`config.mk`:
```
export PLATFORM = sky130hd
export DESIGN_NAME = wwd_top
export DESIGN_NICKNAME = d
export VERILOG_FILES = /design/src/hw/wwd_pkg.sv /design/src/hw/wwd_top.sv /design/src/hw/wwd_prescaler.sv
export VERILOG_INCLUDE_DIRS = /design/src /design/src/hw
export SDC_FILE = /design/constraint.sdc
export NUM_CORES = 1
export LEC_CHECK = 0
export BUFFER_PORTS_ARGS = -buffer_cell sky130_fd_sc_hd__buf_2
export CAP_MARGIN = 20
export CORE_UTILIZATION = 45
export CTS_CLUSTER_SIZE = 28
export DETAILED_ROUTE_END_ITERATION = 10
export GPL_TIMING_DRIVEN = 0
export MAX_ROUTING_LAYER = met4
export PLACE_DENSITY = 0.67
export SLEW_MARGIN = 40
export SYNTH_ARGS = -nofsm -noshare
export SYNTH_HDL_FRONTEND = slang
export SYNTH_SLANG_ARGS = --single-unit
```
`constraint.sdc`:
```
create_clock -name core_clk -period 3.05 [get_ports core_clk]
set_input_delay 0.61 -clock core_clk [delete_from_list [all_inputs] [get_ports core_clk]]
set_output_delay 0.61 -clock core_clk [all_outputs]
set_load 0.02 [all_outputs]
```
`src/hw/wwd_cfg.svh`:
```
`ifndef WWD_CFG_SVH
`define WWD_CFG_SVH

`define WWD_ADDR_W 8
`define WWD_OFS_CTRL 8'h00
`define WWD_OFS_MODE 8'h04
`define WWD_OFS_RELOAD 8'h08
`define WWD_OFS_DELTA 8'h0c
`define WWD_OFS_PROT 8'h10
`define WWD_OFS_COUNT 8'h14
`define WWD_OFS_STATUS 8'h18
`define WWD_OFS_MASK 8'h1c

`define WWD_RELOAD_KEY 16'h5fa0
`define WWD_UNLOCK_KEY 16'h35ca

`define WWD_MODE_EN_BIT 0
`define WWD_MODE_PSC_LSB 1
`define WWD_MODE_DBG_BIT 4

`define WWD_ST_UNDERFLOW 0
`define WWD_ST_EARLY 1
`define WWD_ST_BADKEY 2
`define WWD_EVENTS 3

`define WWD_RELOAD_RST 12'hfff
`define WWD_DELTA_RST 12'hfff
`define WWD_PSC_RST 3'h0

`endif

```
`src/hw/wwd_pkg.sv`:
```
package wwd_pkg;

  typedef struct packed {
    logic dbg_stop;
    logic [2:0] prescale;
    logic enable;
  } wwd_mode_t;

  typedef struct packed {
    logic [7:0] addr;
    logic [31:0] wdata;
    logic wr;
    logic rd;
  } wwd_bus_t;

  typedef enum logic [2:0] {
    WWD_IDLE = 3'b001,
    WWD_RUN = 3'b010,
    WWD_FIRE = 3'b100
  } wwd_state_t;

endpackage : wwd_pkg

```
`src/hw/wwd_top.sv`:
```
// Chosen here: the register addresses and the address-and-strobe port.
`timescale 1ns/10ps
`default_nettype none
`include "wwd_cfg.svh"
module wwd_top
  import wwd_pkg::*;
#(
  parameter int CNT_W = 12,
  parameter int PSC_W = 3
) (
  input wire logic core_clk,
  input wire logic rst_n,
  input wire logic slow_internal_oscillator,
  input wire logic debug_halt,
  input wire logic [7:0] reg_addr,
  input wire logic [31:0] reg_wdata,
  input wire logic reg_wr,
  input wire logic reg_rd,
  output logic [31:0] reg_rdata,
  output logic sys_reset_req,
  output logic irq
);
  wwd_bus_t bus;
  wwd_mode_t mode;
  wwd_state_t state;
  wwd_state_t next_state;
  logic [CNT_W-1:0] count;
  logic [CNT_W-1:0] next_count;
  logic [CNT_W-1:0] reload_val;
  logic [CNT_W-1:0] delta_val;
  logic prot_on;
  logic [`WWD_EVENTS-1:0] status;
  logic [`WWD_EVENTS-1:0] mask;
  logic tick;
  wwd_mode_t next_mode;
  logic [CNT_W-1:0] next_reload_val;
  logic [CNT_W-1:0] next_delta_val;
  logic next_prot_on;
  logic [`WWD_EVENTS-1:0] next_status;
  logic [`WWD_EVENTS-1:0] next_mask;
  logic [31:0] next_rdata;

  assign bus = '{addr: reg_addr, wdata: reg_wdata, wr: reg_wr, rd: reg_rd};

  // address decode
  wire sel_ctrl = (bus.addr == `WWD_OFS_CTRL);
  wire sel_mode = (bus.addr == `WWD_OFS_MODE);
  wire sel_reload = (bus.addr == `WWD_OFS_RELOAD);
  wire sel_delta = (bus.addr == `WWD_OFS_DELTA);
  wire sel_prot = (bus.addr == `WWD_OFS_PROT);
  wire sel_count = (bus.addr == `WWD_OFS_COUNT);
  wire sel_status = (bus.addr == `WWD_OFS_STATUS);
  wire sel_mask = (bus.addr == `WWD_OFS_MASK);

  // configuration writes are dropped silently while locked
  wire cfg_wr_ok = bus.wr & ~prot_on;
  wire wr_mode = cfg_wr_ok & sel_mode;
  wire wr_reload = cfg_wr_ok & sel_reload;
  wire wr_delta = cfg_wr_ok & sel_delta;
  wire wr_prot = bus.wr & sel_prot;
  wire wr_ctrl = bus.wr & sel_ctrl;
  wire wr_status = bus.wr & sel_status;
  wire wr_mask = bus.wr & sel_mask;

  wire key_ok = (bus.wdata[15:0] == `WWD_RELOAD_KEY);
  wire running = (state == WWD_RUN);
  wire reload_req = wr_ctrl & key_ok & running;
  wire bad_key = wr_ctrl & ~key_ok & running;
  // still above the delta value means the window has not opened
  wire early = reload_req & (count > delta_val);
  wire good_reload = reload_req & ~early;
  // debug freeze only when software asked for it
  wire frozen = mode.dbg_stop & debug_halt;
  wire underflow = running & tick & (count == '0);
  wire fire = underflow | early;

  wwd_prescaler #(
    .PSC_W(PSC_W)
  ) u_psc (
    .core_clk(core_clk),
    .rst_n(rst_n),
    .slow_internal_oscillator(slow_internal_oscillator),
    .run(running & ~frozen),
    .restart(good_reload | ~running),
    .prescale(mode.prescale),
    .tick(tick)
  );

  // counter: reload wins over a coincident tick
  always_comb begin
    next_count = count;
    if (!running) begin
      next_count = reload_val;
    end else if (good_reload) begin
      next_count = reload_val;
    end else if (underflow) begin
      next_count = reload_val;
    end else if (tick) begin
      next_count = count - 1'b1;
    end
  end

  always_comb begin
    next_state = state;
    case (state)
      WWD_IDLE: begin
        if (mode.enable) begin
          next_state = WWD_RUN;
        end
      end
      WWD_RUN: begin
        if (fire) begin
          next_state = WWD_FIRE;
        end else if (!mode.enable) begin
          next_state = WWD_IDLE;
        end
      end
      WWD_FIRE: begin
        // one request pulse, then carry on until the system reset lands
        next_state = mode.enable ? WWD_RUN : WWD_IDLE;
      end
      default: begin
        next_state = WWD_IDLE;
      end
    endcase
  end

  always_ff @(posedge core_clk) begin
    if (!rst_n) begin
      state <= WWD_IDLE;
      count <= `WWD_RELOAD_RST;
    end else begin
      state <= next_state;
      count <= next_count;
    end
  end

  assign sys_reset_req = (state == WWD_FIRE);

  // configuration next values; a locked write never reaches mode, reload or delta
  assign next_mode = wr_mode ? wwd_mode_t'{
    dbg_stop: bus.wdata[`WWD_MODE_DBG_BIT],
    prescale: bus.wdata[`WWD_MODE_PSC_LSB +: PSC_W],
    enable: bus.wdata[`WWD_MODE_EN_BIT]
  } : mode;
  assign next_reload_val = wr_reload ? bus.wdata[CNT_W-1:0] : reload_val;
  assign next_delta_val = wr_delta ? bus.wdata[CNT_W-1:0] : delta_val;
  // lock is open from reset, and afterwards only while the unlock key was the last value written
  assign next_prot_on = wr_prot ? (bus.wdata[15:0] != `WWD_UNLOCK_KEY) : prot_on;

  always_ff @(posedge core_clk) begin
    if (!rst_n) begin
      mode <= '{dbg_stop: 1'b0, prescale: `WWD_PSC_RST, enable: 1'b0};
    end else begin
      mode <= next_mode;
    end
  end

  always_ff @(posedge core_clk) begin
    if (!rst_n) begin
      reload_val <= `WWD_RELOAD_RST;
      delta_val <= `WWD_DELTA_RST;
    end else begin
      reload_val <= next_reload_val;
      delta_val <= next_delta_val;
    end
  end

  always_ff @(posedge core_clk) begin
    if (!rst_n) begin
      prot_on <= 1'b0;
    end else begin
      prot_on <= next_prot_on;
    end
  end

  // sticky events; a set in the same cycle as its clear survives
  wire [`WWD_EVENTS-1:0] ev_set = {bad_key, early, underflow};
  wire [`WWD_EVENTS-1:0] ev_clr = wr_status ? bus.wdata[`WWD_EVENTS-1:0] : '0;

  for (genvar i = 0; i < `WWD_EVENTS; i++) begin : g_event
    assign next_status[i] = ev_set[i] | (status[i] & ~ev_clr[i]);
    assign next_mask[i] = wr_mask ? bus.wdata[i] : mask[i];
  end

  always_ff @(posedge core_clk) begin
    if (!rst_n) begin
      status <= '0;
      mask <= '0;
    end else begin
      status <= next_status;
      mask <= next_mask;
    end
  end

  assign irq = |(status & mask);

  // read mux; unmapped addresses return zero
  wire [31:0] rd_mode = {27'h0, mode.dbg_stop, mode.prescale, mode.enable};
  wire [31:0] rd_reload = {20'h0, reload_val};
  wire [31:0] rd_delta = {20'h0, delta_val};
  wire [31:0] rd_prot = {31'h0, prot_on};
  wire [31:0] rd_count = {20'h0, count};
  wire [31:0] rd_status = {29'h0, status};
  wire [31:0] rd_mask = {29'h0, mask};
  wire [31:0] rd_mux = sel_mode ? rd_mode :
                       sel_reload ? rd_reload :
                       sel_delta ? rd_delta :
                       sel_prot ? rd_prot :
                       sel_count ? rd_count :
                       sel_status ? rd_status :
                       sel_mask ? rd_mask : 32'h0;
  assign next_rdata = bus.rd ? rd_mux : 32'h0;

  always_ff @(posedge core_clk) begin
    if (!rst_n) begin
      reg_rdata <= 32'h0;
    end else begin
      reg_rdata <= next_rdata;
    end
  end
endmodule : wwd_top
`default_nettype wire

```
`src/hw/wwd_prescaler.sv`:
```
`timescale 1ns/10ps
`default_nettype none
module wwd_prescaler #(
  parameter int PSC_W = 3
) (
  input wire logic core_clk,
  input wire logic rst_n,
  input wire logic slow_internal_oscillator,
  input wire logic run,
  input wire logic restart,
  input wire logic [PSC_W-1:0] prescale,
  output logic tick
);
  localparam int DIV_W = (1 << PSC_W) - 1;

  logic osc_meta;
  logic osc_sync;
  logic osc_prev;
  logic [DIV_W-1:0] div_cnt;
  logic [DIV_W-1:0] next_div_cnt;
  wire osc_rise = osc_sync & ~osc_prev;
  // divide by two to the power of the setting
  wire [DIV_W-1:0] div_max = DIV_W'((1 << prescale) - 1);
  wire div_wrap = (div_cnt >= div_max);
  wire step = run & osc_rise & ~restart;

  assign next_div_cnt = (restart | (step & div_wrap)) ? '0 : (step ? div_cnt + 1'b1 : div_cnt);

  // oscillator is asynchronous to core_clk, so two flops before use
  always_ff @(posedge core_clk) begin
    if (!rst_n) begin
      osc_meta <= 1'b0;
      osc_sync <= 1'b0;
      osc_prev <= 1'b0;
      div_cnt <= '0;
      tick <= 1'b0;
    end else begin
      osc_meta <= slow_internal_oscillator;
      osc_sync <= osc_meta;
      osc_prev <= osc_sync;
      div_cnt <= next_div_cnt;
      tick <= step & div_wrap;
    end
  end
endmodule : wwd_prescaler
`default_nettype wire

```
==> flow_metrics.env, run 1 <==
export IMPL_outcome="finished clean"
export IMPL_dpl_cell_area_sq_um=4380
export IMPL_synth_cell_type_count=58
export IMPL_irDropWorstVdd_mv=0.214
export IMPL_drive_gt1_share_pct=15.8
export IMPL_skew_ns=0.00831
export IMPL_antenna_left=0
export IMPL_critPathSlowestCell="or3b_1"
export IMPL_start_kind="flip-flop"
export IMPL_fmax_mhz=354
export IMPL_synth_edf_count=0
export IMPL_cp_common_cell="a21oi_1"
export IMPL_synth_top_cell_by_area="dfxtp_1"
export IMPL_cts_buffer_depth=2
export IMPL_clock_sinks=74
export IMPL_vias_per_cell=5.63
export IMPL_pin_count=80
export IMPL_critical_path_class="flip-flop to flip-flop"
export IMPL_synth_warnings=0
export IMPL_grt_ovfl_total=0
export IMPL_synth_top_cell_area_share_pct=37.4
export IMPL_place_hpwl_microns=8100
export IMPL_ys_top_cells_by_area="dfxtp_1 (37%), ha_1 (6.6%), nand2_1 (6.4%)"
export IMPL_netlist_instances=480
export IMPL_hp_class="flip-flop to flip-flop"
export IMPL_finalCriticalPeriod_ns=2.82
export IMPL_dieWidth_microns=95.8
export IMPL_async_flop_share_pct=0
export IMPL_maxCapViolCount=0
export IMPL_cp_end_kind="flip-flop"
export IMPL_fin_util_pct=54.5
export IMPL_cpLargestDelayFamily="simple AND/OR/NAND/NOR gates"
export IMPL_holdWs_ns=0.444
export IMPL_final_area_sq_um=4570
export IMPL_place_ws_ns=0.249
export IMPL_die_area_sq_um=9190
export IMPL_cp_num_buf_inv=1
export IMPL_layout_cells_non_filler=661
export IMPL_antenna_found_initial=0
export IMPL_synth_seq_cells=74
export IMPL_grt_util_all_layers_pct=26.1
export IMPL_crit_fanout=9
export IMPL_layout_nets=619
export IMPL_post_cts_repair_setup_buffers=0
export IMPL_grt_pass1_vias=3336
export IMPL_worstPathArrival_ns=3.11
export IMPL_tightest_slew_ns=0.781
export IMPL_worst_slack_ns=0.226
export IMPL_critical_path_cell_chain="clkbuf_1 > or3_1 > ha_1 > nand2b_1 > a21oi_1 > o21ai_1 > a41o_1 > or3_4 > or3b_1 > a21oi_1"
export IMPL_dieHeight_microns=95.8
export IMPL_cts_tree="built"
export IMPL_grt_start_max_net_pins=13
export IMPL_yosysSeqAreaShare_pct=37.4
export IMPL_min_period_over_period_pct=92.6
export IMPL_drt_pass1_iterations=5
export IMPL_n_antenna_cell=0
export IMPL_post_route_drc_count=0
export IMPL_synth_most_common_cell="dfxtp_1"
export IMPL_p_per_area_nw_per_um2=411
export IMPL_relSlewSlack_pct=47.6
export IMPL_numCtsBuffers=9
export IMPL_cp_required_ns=3.34
export IMPL_synthesis_area_sq_um=3960
export IMPL_clk_pin_slew_ns=0.08
export IMPL_rows=33
export IMPL_finalHoldViolCount=0
export IMPL_clock_latency_ns=0.36
export IMPL_gp_congestion=0.939
export IMPL_ctsHtreeMaxLevel=3
export IMPL_dp_cells=646
export IMPL_cts_root_buffer="clkbuf_8"
export IMPL_p_leak_nw=1.95
export IMPL_initial_utilization_pct=47.3
export IMPL_holdBufCountCts=0
export IMPL_cts_repair_resized=0
export IMPL_rsz0062_at_grt="no"
export IMPL_fp_coreArea_sq_um=8380
export IMPL_avgSynthCellArea_sq_um=8.26
export IMPL_io_buffers=42
export IMPL_fillers=822
export IMPL_critPathMaxStageDelay_ns=0.40
export IMPL_wirelength_microns=10800
export IMPL_synth_main_ff_cell="dfxtp_1"
export IMPL_power_mw=1.88
export IMPL_yosys_top_cells_count="dfxtp_1 (74), nand2_1 (68), nand3_1 (34)"
export IMPL_grt_pass1_wl_microns=17300
export IMPL_drtIter0Drc=244
export IMPL_setup_viol=0
export IMPL_syn_to_final_growth_pct=15.3
export IMPL_post_drt_wl_per_cell_microns=16.3
export IMPL_vias=3719
export IMPL_drv_slew=0
export IMPL_tns_ns=0
-- per-layer routing --
layer	routed length (microns)	vias up	GRT usage (%)	part of all wire, %
met5	0	-	-	0
met4	235	0	9.45	2.2
met3	607	29	4.90	5.6
met2	4900	131	39.6	45
met1	5060	1714	34.6	47
li1	-	1845	-	-
-- final timing paths --
check                            start                            end  slack [ns]  cells after the start
max               mode[3]$_SDFFE_PN0P_  u_psc.div_cnt[2]$_SDFFE_PP0P_        0.23                     10
min          u_psc.osc_meta$_SDFF_PN0_      u_psc.osc_sync$_SDFF_PN0_        0.44                      1
max reg2reg       mode[3]$_SDFFE_PN0P_  u_psc.div_cnt[2]$_SDFFE_PP0P_        0.23                     10
min reg2reg  u_psc.osc_meta$_SDFF_PN0_      u_psc.osc_sync$_SDFF_PN0_        0.44                      1
-- layout by cell type (no fill, tap or decap), types with 15 or more instances in the layout --
master    count
buf_4        20
buf_2        44
nor2_1       30
ha_1         21
o21ai_0      15
nand3_1      34
nand2_1      68
a21oi_1      27
clkbuf_1     24
dfxtp_1      74
conb_1       20
inv_1        18
-- sequential cells by signal, indices dropped and copies added (netlist names) --
name / cells
count: 12
delta_val: 12
reg_rdata: 12
reload_val: 12
u_psc.div_cnt: 7
mode: 5
mask: 3
state: 3
status: 3
prot_on: 1
u_psc.osc_meta: 1
u_psc.osc_prev: 1
u_psc.osc_sync: 1
u_psc.tick: 1
-- where the power goes --
group / switching [mW] / leakage, nW / internal (mW)
clock network: 0.384 / 0.0994 / 0.398
logic: 0.0805 / 1.25 / 0.0462
registers: 0.00173 / 0.598 / 0.968
total: 0.466 / 1.95 / 1.41
-- kinds of logic (layout without fill, tap and decap cells) --
group	Yosys count	after routing	synth area share [%]
and+or+nand+nor	206	206	27.0
AOI/OAI and AO/OA	105	105	18.5
DFF	74	74	37.4
buffers and inverters	63	120	7.93
adders and majority gates	21	21	6.63
muxes	6	6	1.58
xor gates and xnor gates	4	4	0.884
other	1	20	0.0946
-- layout make-up --
class	instances	area [sq um]	share of cell area, %
multi-input combinational	362	2240	49.0
sequential	74	1480	32.4
buffer	45	246	5.39
timing repair buffer	42	210	4.60
clock buffer	11	141	3.09
tap	105	131	2.88
inverter	18	67.6	1.48
clock inverter	4	52.6	1.15
No activity file was read; power rests on OpenSTA's default activity.
==> run 2: changes to the inputs <==
- CORE_UTILIZATION: 45 -> 55
- PLACE_DENSITY: 0.67 -> 0.8
==> flow_metrics.env, run 2 (synthesized netlist as in run 1, its figures left out) <==
export IMPL_crit_fanout=9
export IMPL_wl_met2_microns=4750
export IMPL_rsz0062_at_grt="no"
export IMPL_dieWidth_microns=86.9
export IMPL_pin_count=80
export IMPL_n_antenna_cell=0
export IMPL_wirelength_microns=10500
export IMPL_critical_path_cell_chain="clkbuf_1 > or3_1 > ha_1 > nand2b_1 > a21oi_1 > o21ai_1 > a41o_1 > or3_4 > or3_1 > a21oi_1"
export IMPL_worstHoldPathCells=1
export IMPL_cts_buffer_depth=2
export IMPL_maxCapViolCount=0
export IMPL_grt_pass1_vias=3403
export IMPL_mostFrequentLayoutCells="dfxtp_1 (74), nand2_1 (68), buf_2 (44)"
export IMPL_finalCriticalPeriod_ns=2.75
export IMPL_cp_num_buf_inv=1
export IMPL_antenna_found_initial=0
export IMPL_drive_gt1_share_pct=16.0
export IMPL_critPathMaxStageDelay_ns=0.38
export IMPL_cp_end_kind="flip-flop"
export IMPL_grt_util_all_layers_pct=30.5
export IMPL_layout_nets=619
export IMPL_numCtsBuffers=9
export IMPL_post_cts_repair_setup_buffers=0
export IMPL_final_common_cell="dfxtp_1"
export IMPL_initial_utilization_pct=57.7
export IMPL_worstPathArrival_ns=3.04
export IMPL_min_period_over_period_pct=90.1
export IMPL_grt_start_max_net_pins=14
export IMPL_drtIter0Drc=372
export IMPL_critical_path_depth=10
export IMPL_start_kind="flip-flop"
export IMPL_drv_slew=0
export IMPL_syn_to_final_growth_pct=15.3
export IMPL_post_route_drc_count=0
export IMPL_irDropWorstVdd_mv=0.276
export IMPL_die_area_sq_um=7550
export IMPL_tns_ns=0
export IMPL_multiInputGateArea_sq_um=2240
export IMPL_regArea_sq_um=1480
export IMPL_relSlewSlack_pct=47.2
export IMPL_rows=30
export IMPL_cts_tree="built"
export IMPL_cpLargestDelayFamily="simple AND/OR/NAND/NOR gates"
export IMPL_p_leak_nw=1.94
export IMPL_fillers=609
export IMPL_cp_required_ns=3.34
export IMPL_finalHoldViolCount=0
export IMPL_vias_per_cell=5.88
export IMPL_post_drt_wl_per_cell_microns=16.0
export IMPL_m1WireLength_microns=4510
export IMPL_io_buffers=42
export IMPL_cts_repair_resized=0
export IMPL_outcome="finished clean"
export IMPL_skew_ns=0.0136
export IMPL_p_per_area_nw_per_um2=412
export IMPL_antenna_left=0
export IMPL_place_hpwl_microns=7740
export IMPL_clock_latency_ns=0.37
export IMPL_final_area_sq_um=4570
export IMPL_setup_viol=0
export IMPL_grt_ovfl_total=0
export IMPL_hp_class="flip-flop to flip-flop"
export IMPL_ff2ff_path_depth=10
export IMPL_drt_pass1_iterations=6
export IMPL_critPathSlowestCell="or3_4"
export IMPL_wl_met3_microns=906
export IMPL_dpl_cell_area_sq_um=4360
export IMPL_fmax_mhz=364
export IMPL_critical_path_class="flip-flop to flip-flop"
export IMPL_top_layer_used="met4"
export IMPL_gp_congestion=0.941
export IMPL_tightest_slew_ns=0.788
export IMPL_vias=3837
export IMPL_fp_coreArea_sq_um=6870
export IMPL_holdBufCountCts=0
export IMPL_dieHeight_microns=86.9
export IMPL_grt_pass1_wl_microns=16800
export IMPL_ctsHtreeMaxLevel=3
export IMPL_clk_pin_slew_ns=0.08
export IMPL_clock_sinks=74
export IMPL_cts_root_buffer="clkbuf_8"
-- run 2: cell count changes in the layout (fill, tap and decap cells not counted) --
cell,before,now
clkinv_2,1,0
clkinv_4,2,0
clkinvlp_4,0,3
inv_6,0,1
-- run 2: power breakdown --
part	internal, mW	switching, mW	total (mW)
Combinational	0.0462	0.0799	0.126
Sequential	0.968	0.00177	0.970
Clock	0.403	0.383	0.786
Total	1.42	0.465	1.88
-- run 2: path summary, 6_finish.rpt --
path,startpoint,to,slack (ns)
max,mode[3]$_SDFFE_PN0P_,u_psc.div_cnt[6]$_SDFFE_PP0P_,0.30
min,u_psc.osc_meta$_SDFF_PN0_,u_psc.osc_sync$_SDFF_PN0_,0.44
min reg2reg,u_psc.osc_meta$_SDFF_PN0_,u_psc.osc_sync$_SDFF_PN0_,0.44
max reg2reg,mode[3]$_SDFFE_PN0P_,u_psc.div_cnt[6]$_SDFFE_PP0P_,0.30
-- run 2: layout make-up --
| class | count | share of cell area (%) |
|---|---|---|
| multi-input combinational | 362 | 49.0 |
| sequential | 74 | 32.4 |
| buffer | 45 | 5.40 |
| timing repair buffer | 42 | 4.60 |
| clock buffer | 11 | 3.10 |
| tap | 96 | 2.63 |
| inverter | 18 | 1.48 |
| clock inverter | 5 | 1.34 |
-- run 2: per-layer routing --
metal,GRT usage (%),up-vias
met4,11.2,0
met2,46.2,181
li1,-,1840
met1,39.2,1786
met5,-,-
met3,7.96,30
-- run 2: stage by stage --
stage / utilization, % / power, mW / hold WS [ns] / worst slack, ns / std cells
floorplan: - / 1.07 / 0.412 / 0.492 / 499
global placement: 63.5 / 1.11 / 0.421 / 0.351 / 637
detailed placement: 63.5 / 1.12 / 0.421 / 0.304 / 637
CTS: 66.5 / 1.89 / 0.441 / 0.292 / 653
global route: 66.5 / 1.95 / 0.459 / 0.158 / 653
finish: 66.5 / 1.88 / 0.444 / 0.301 / 653
==> run 3: changes to the inputs <==
- CORE_UTILIZATION: 55 -> 56
- PLACE_DENSITY: 0.8 -> 0.81
- SYNTH_HIERARCHICAL: not set -> 1
==> flow_metrics.env, run 3 <==
export IMPL_outcome="finished clean"
export IMPL_place_ws_ns=-0.0744
export IMPL_power_mw=1.95
export IMPL_p_leak_nw=2.19
export IMPL_post_drt_wl_per_cell_microns=15.4
export IMPL_p_per_area_nw_per_um2=405
export IMPL_gp_congestion=0.901
export IMPL_tns_ns=0
export IMPL_tightest_slew_ns=0.689
export IMPL_grt_pass1_wl_microns=16200
export IMPL_place_hpwl_microns=7820
export IMPL_async_flop_share_pct=0
export IMPL_ctsHtreeMaxLevel=3
export IMPL_cts_buffer_depth=2
export IMPL_wirelength_microns=10400
export IMPL_synth_warnings=6
export IMPL_grt_util_all_layers_pct=28.5
export IMPL_synth_top_cell_by_area="dfxtp_1"
export IMPL_worst_slack_ns=0.110
export IMPL_cp_common_cell="buf_6"
export IMPL_layout_cells_non_filler=675
export IMPL_io_buffers=42
export IMPL_drt_pass1_iterations=5
export IMPL_grt_start_max_net_pins=14
export IMPL_synthesis_area_sq_um=4160
export IMPL_hp_class="flip-flop to flip-flop"
export IMPL_vias=3844
export IMPL_wl_met3_microns=765
export IMPL_maxCapViolCount=0
export IMPL_skew_ns=0.00790
export IMPL_antenna_left=0
export IMPL_n_antenna_cell=0
export IMPL_irDropWorstVdd_mv=0.214
export IMPL_mostFrequentLayoutCells="dfxtp_1 (73), nand2_1 (66), buf_2 (51)"
export IMPL_cpLargestDelayFamily="simple AND/OR/NAND/NOR gates"
export IMPL_antenna_found_initial=0
export IMPL_rows=31
export IMPL_finalCriticalPeriod_ns=2.94
export IMPL_ys_top_cells_by_area="dfxtp_1 (36%), ha_1 (6.3%), nand2_1 (6.0%)"
export IMPL_relSlewSlack_pct=54.1
export IMPL_cp_num_buf_inv=6
export IMPL_synth_edf_count=0
export IMPL_drive_gt1_share_pct=19.4
export IMPL_grt_ovfl_total=0
export IMPL_dieHeight_microns=88.1
export IMPL_synth_most_common_cell="dfxtp_1"
export IMPL_finalHoldViolCount=0
export IMPL_netlist_instances=498
export IMPL_synth_main_ff_cell="dfxtp_1"
export IMPL_top_layer_used="met4"
export IMPL_critPathMaxStageDelay_ns=0.34
export IMPL_fmax_mhz=340
export IMPL_cts_root_buffer="clkbuf_8"
export IMPL_grt_pass1_vias=3364
export IMPL_cts_tree="built"
export IMPL_drv_slew=0
export IMPL_min_period_over_period_pct=96.4
export IMPL_clock_sinks=74
export IMPL_synth_seq_cells=74
export IMPL_cp_end_kind="flip-flop"
export IMPL_layout_nets=638
export IMPL_critical_path_cell_chain="inv_1 > ha_1 > and4_1 > nand3_1 > a21o_1 > a31oi_2 > o21a_1 > buf_6 > clkinv_8 > and4bb_1 > buf_6 > inv_2 > nor4_4 > buf_4 > nor3_1"
export IMPL_worstPathArrival_ns=3.18
export IMPL_die_area_sq_um=7770
export IMPL_post_route_drc_count=0
export IMPL_holdBufCountCts=0
export IMPL_initial_utilization_pct=57.6
export IMPL_dieWidth_microns=88.1
export IMPL_avgSynthCellArea_sq_um=8.34
export IMPL_m1WireLength_microns=4700
export IMPL_final_common_cell="dfxtp_1"
export IMPL_holdWs_ns=0.445
export IMPL_drtIter0Drc=237
export IMPL_critPathSlowestCell="dfxtp_1"
export IMPL_yosysSeqAreaShare_pct=35.7
export IMPL_setup_viol=0
export IMPL_clock_latency_ns=0.36
export IMPL_dp_cells=658
export IMPL_clk_pin_slew_ns=0.08
export IMPL_synth_top_cell_area_share_pct=35.7
export IMPL_critical_path_class="flip-flop to flip-flop"
export IMPL_fp_coreArea_sq_um=7210
export IMPL_crit_fanout=9
export IMPL_start_kind="flip-flop"
export IMPL_pin_count=80
export IMPL_synth_cell_type_count=66
export IMPL_yosys_top_cells_count="dfxtp_1 (74), nand2_1 (66), nor2_1 (39)"
export IMPL_vias_per_cell=5.69
export IMPL_wl_met2_microns=4710
export IMPL_syn_to_final_growth_pct=15.8
export IMPL_numCtsBuffers=9
export IMPL_cp_required_ns=3.29
-- run 3: changes by cell type after synthesis, moves of 5 or more --
cell	delta
clkbuf_1	-15
mux2i_1	+13
a21oi_1	+10
inv_1	+9
nor2_1	+9
o211ai_1	+9
a222oi_1	-8
nand3_1	-8
a22oi_1	-7
buf_2	+7
nor3_1	+7
nor3b_1	-5
xor2_1	+5
-- run 3: per-stage QoR --
step / util, % / instance area [sq um]
after floorplan: - / 4230
after global placement: 63.2 / 4560
after detailed placement: 63.2 / 4560
after CTS: 66.3 / 4790
after global routing: 66.7 / 4810
final: 66.7 / 4810
-- run 3: worst paths after layout --
kind | start | to | slack, ns | depth (start not counted)
hold reg to reg | u_psc/osc_meta$_SDFF_PN0_ | u_psc/osc_sync$_SDFF_PN0_ | 0.45 | 1
setup reg to reg | delta_val[10]$_SDFFE_PN1P_ | u_psc/div_cnt[6]$_SDFFE_PP0P_ | 0.11 | 15
setup / recovery | delta_val[10]$_SDFFE_PN1P_ | u_psc/div_cnt[6]$_SDFFE_PP0P_ | 0.11 | 15
hold / removal | u_psc/osc_meta$_SDFF_PN0_ | u_psc/osc_sync$_SDFF_PN0_ | 0.45 | 1
-- run 3: worst reg2reg max path, delay by kind of cell (launching register included) --
kind / cells / cell delay, ns
AND/OR/NAND/NOR: 5 / 0.90
AO/OA/AOI/OAI: 3 / 0.60
buffers and inverters: 6 / 0.69
adder cells (fa/ha/maj): 1 / 0.30
flip-flops: 1 / 0.34
-- run 3: timing repair --
action	in CTS	in global routing
pin swaps	0	1
setup buffers	0	1
setup endpoints to repair	7	7
resized for setup	1	4
cloned	0	0
-- run 3: cells by family (layout without fill, tap and decap cells) --
| group | after synthesis | count (layout) | share of synthesized area (%) |
|---|---|---|---|
| and+or+nand+nor | 203 | 203 | 26.0 |
| AOI/OAI and AO/OA | 99 | 99 | 15.8 |
| DFF | 74 | 74 | 35.7 |
| xor gates and xnor gates | 11 | 11 | 2.32 |
| other | 1 | 20 | 0.0902 |
| adders and majority gates | 21 | 21 | 6.32 |
| muxes | 17 | 17 | 4.10 |
| buffers and inverters | 72 | 131 | 9.64 |
-- run 3: layout make-up --
| cell class | count | area, sq um |
|---|---|---|
| sequential | 74 | 1480 |
| clock buffer | 10 | 128 |
| timing repair buffer | 43 | 218 |
| inverter | 29 | 121 |
| tap | 99 | 124 |
| fill | 631 | 2400 |
| buffer | 43 | 279 |
| multi-input combinational | 371 | 2370 |
| clock inverter | 6 | 91.3 |
-- run 3: where the power goes --
part | switching [mW] | internal [mW]
logic | 0.0832 | 0.0510
clock network | 0.383 | 0.462
registers | 0.00189 | 0.968
-- run 3: layer usage --
layer | global-route usage [%] | vias up
met3 | 5.18 | 26
met5 | - | -
met1 | 36.3 | 1767
li1 | - | 1876
met2 | 44.2 | 175
met4 | 12.6 | 0
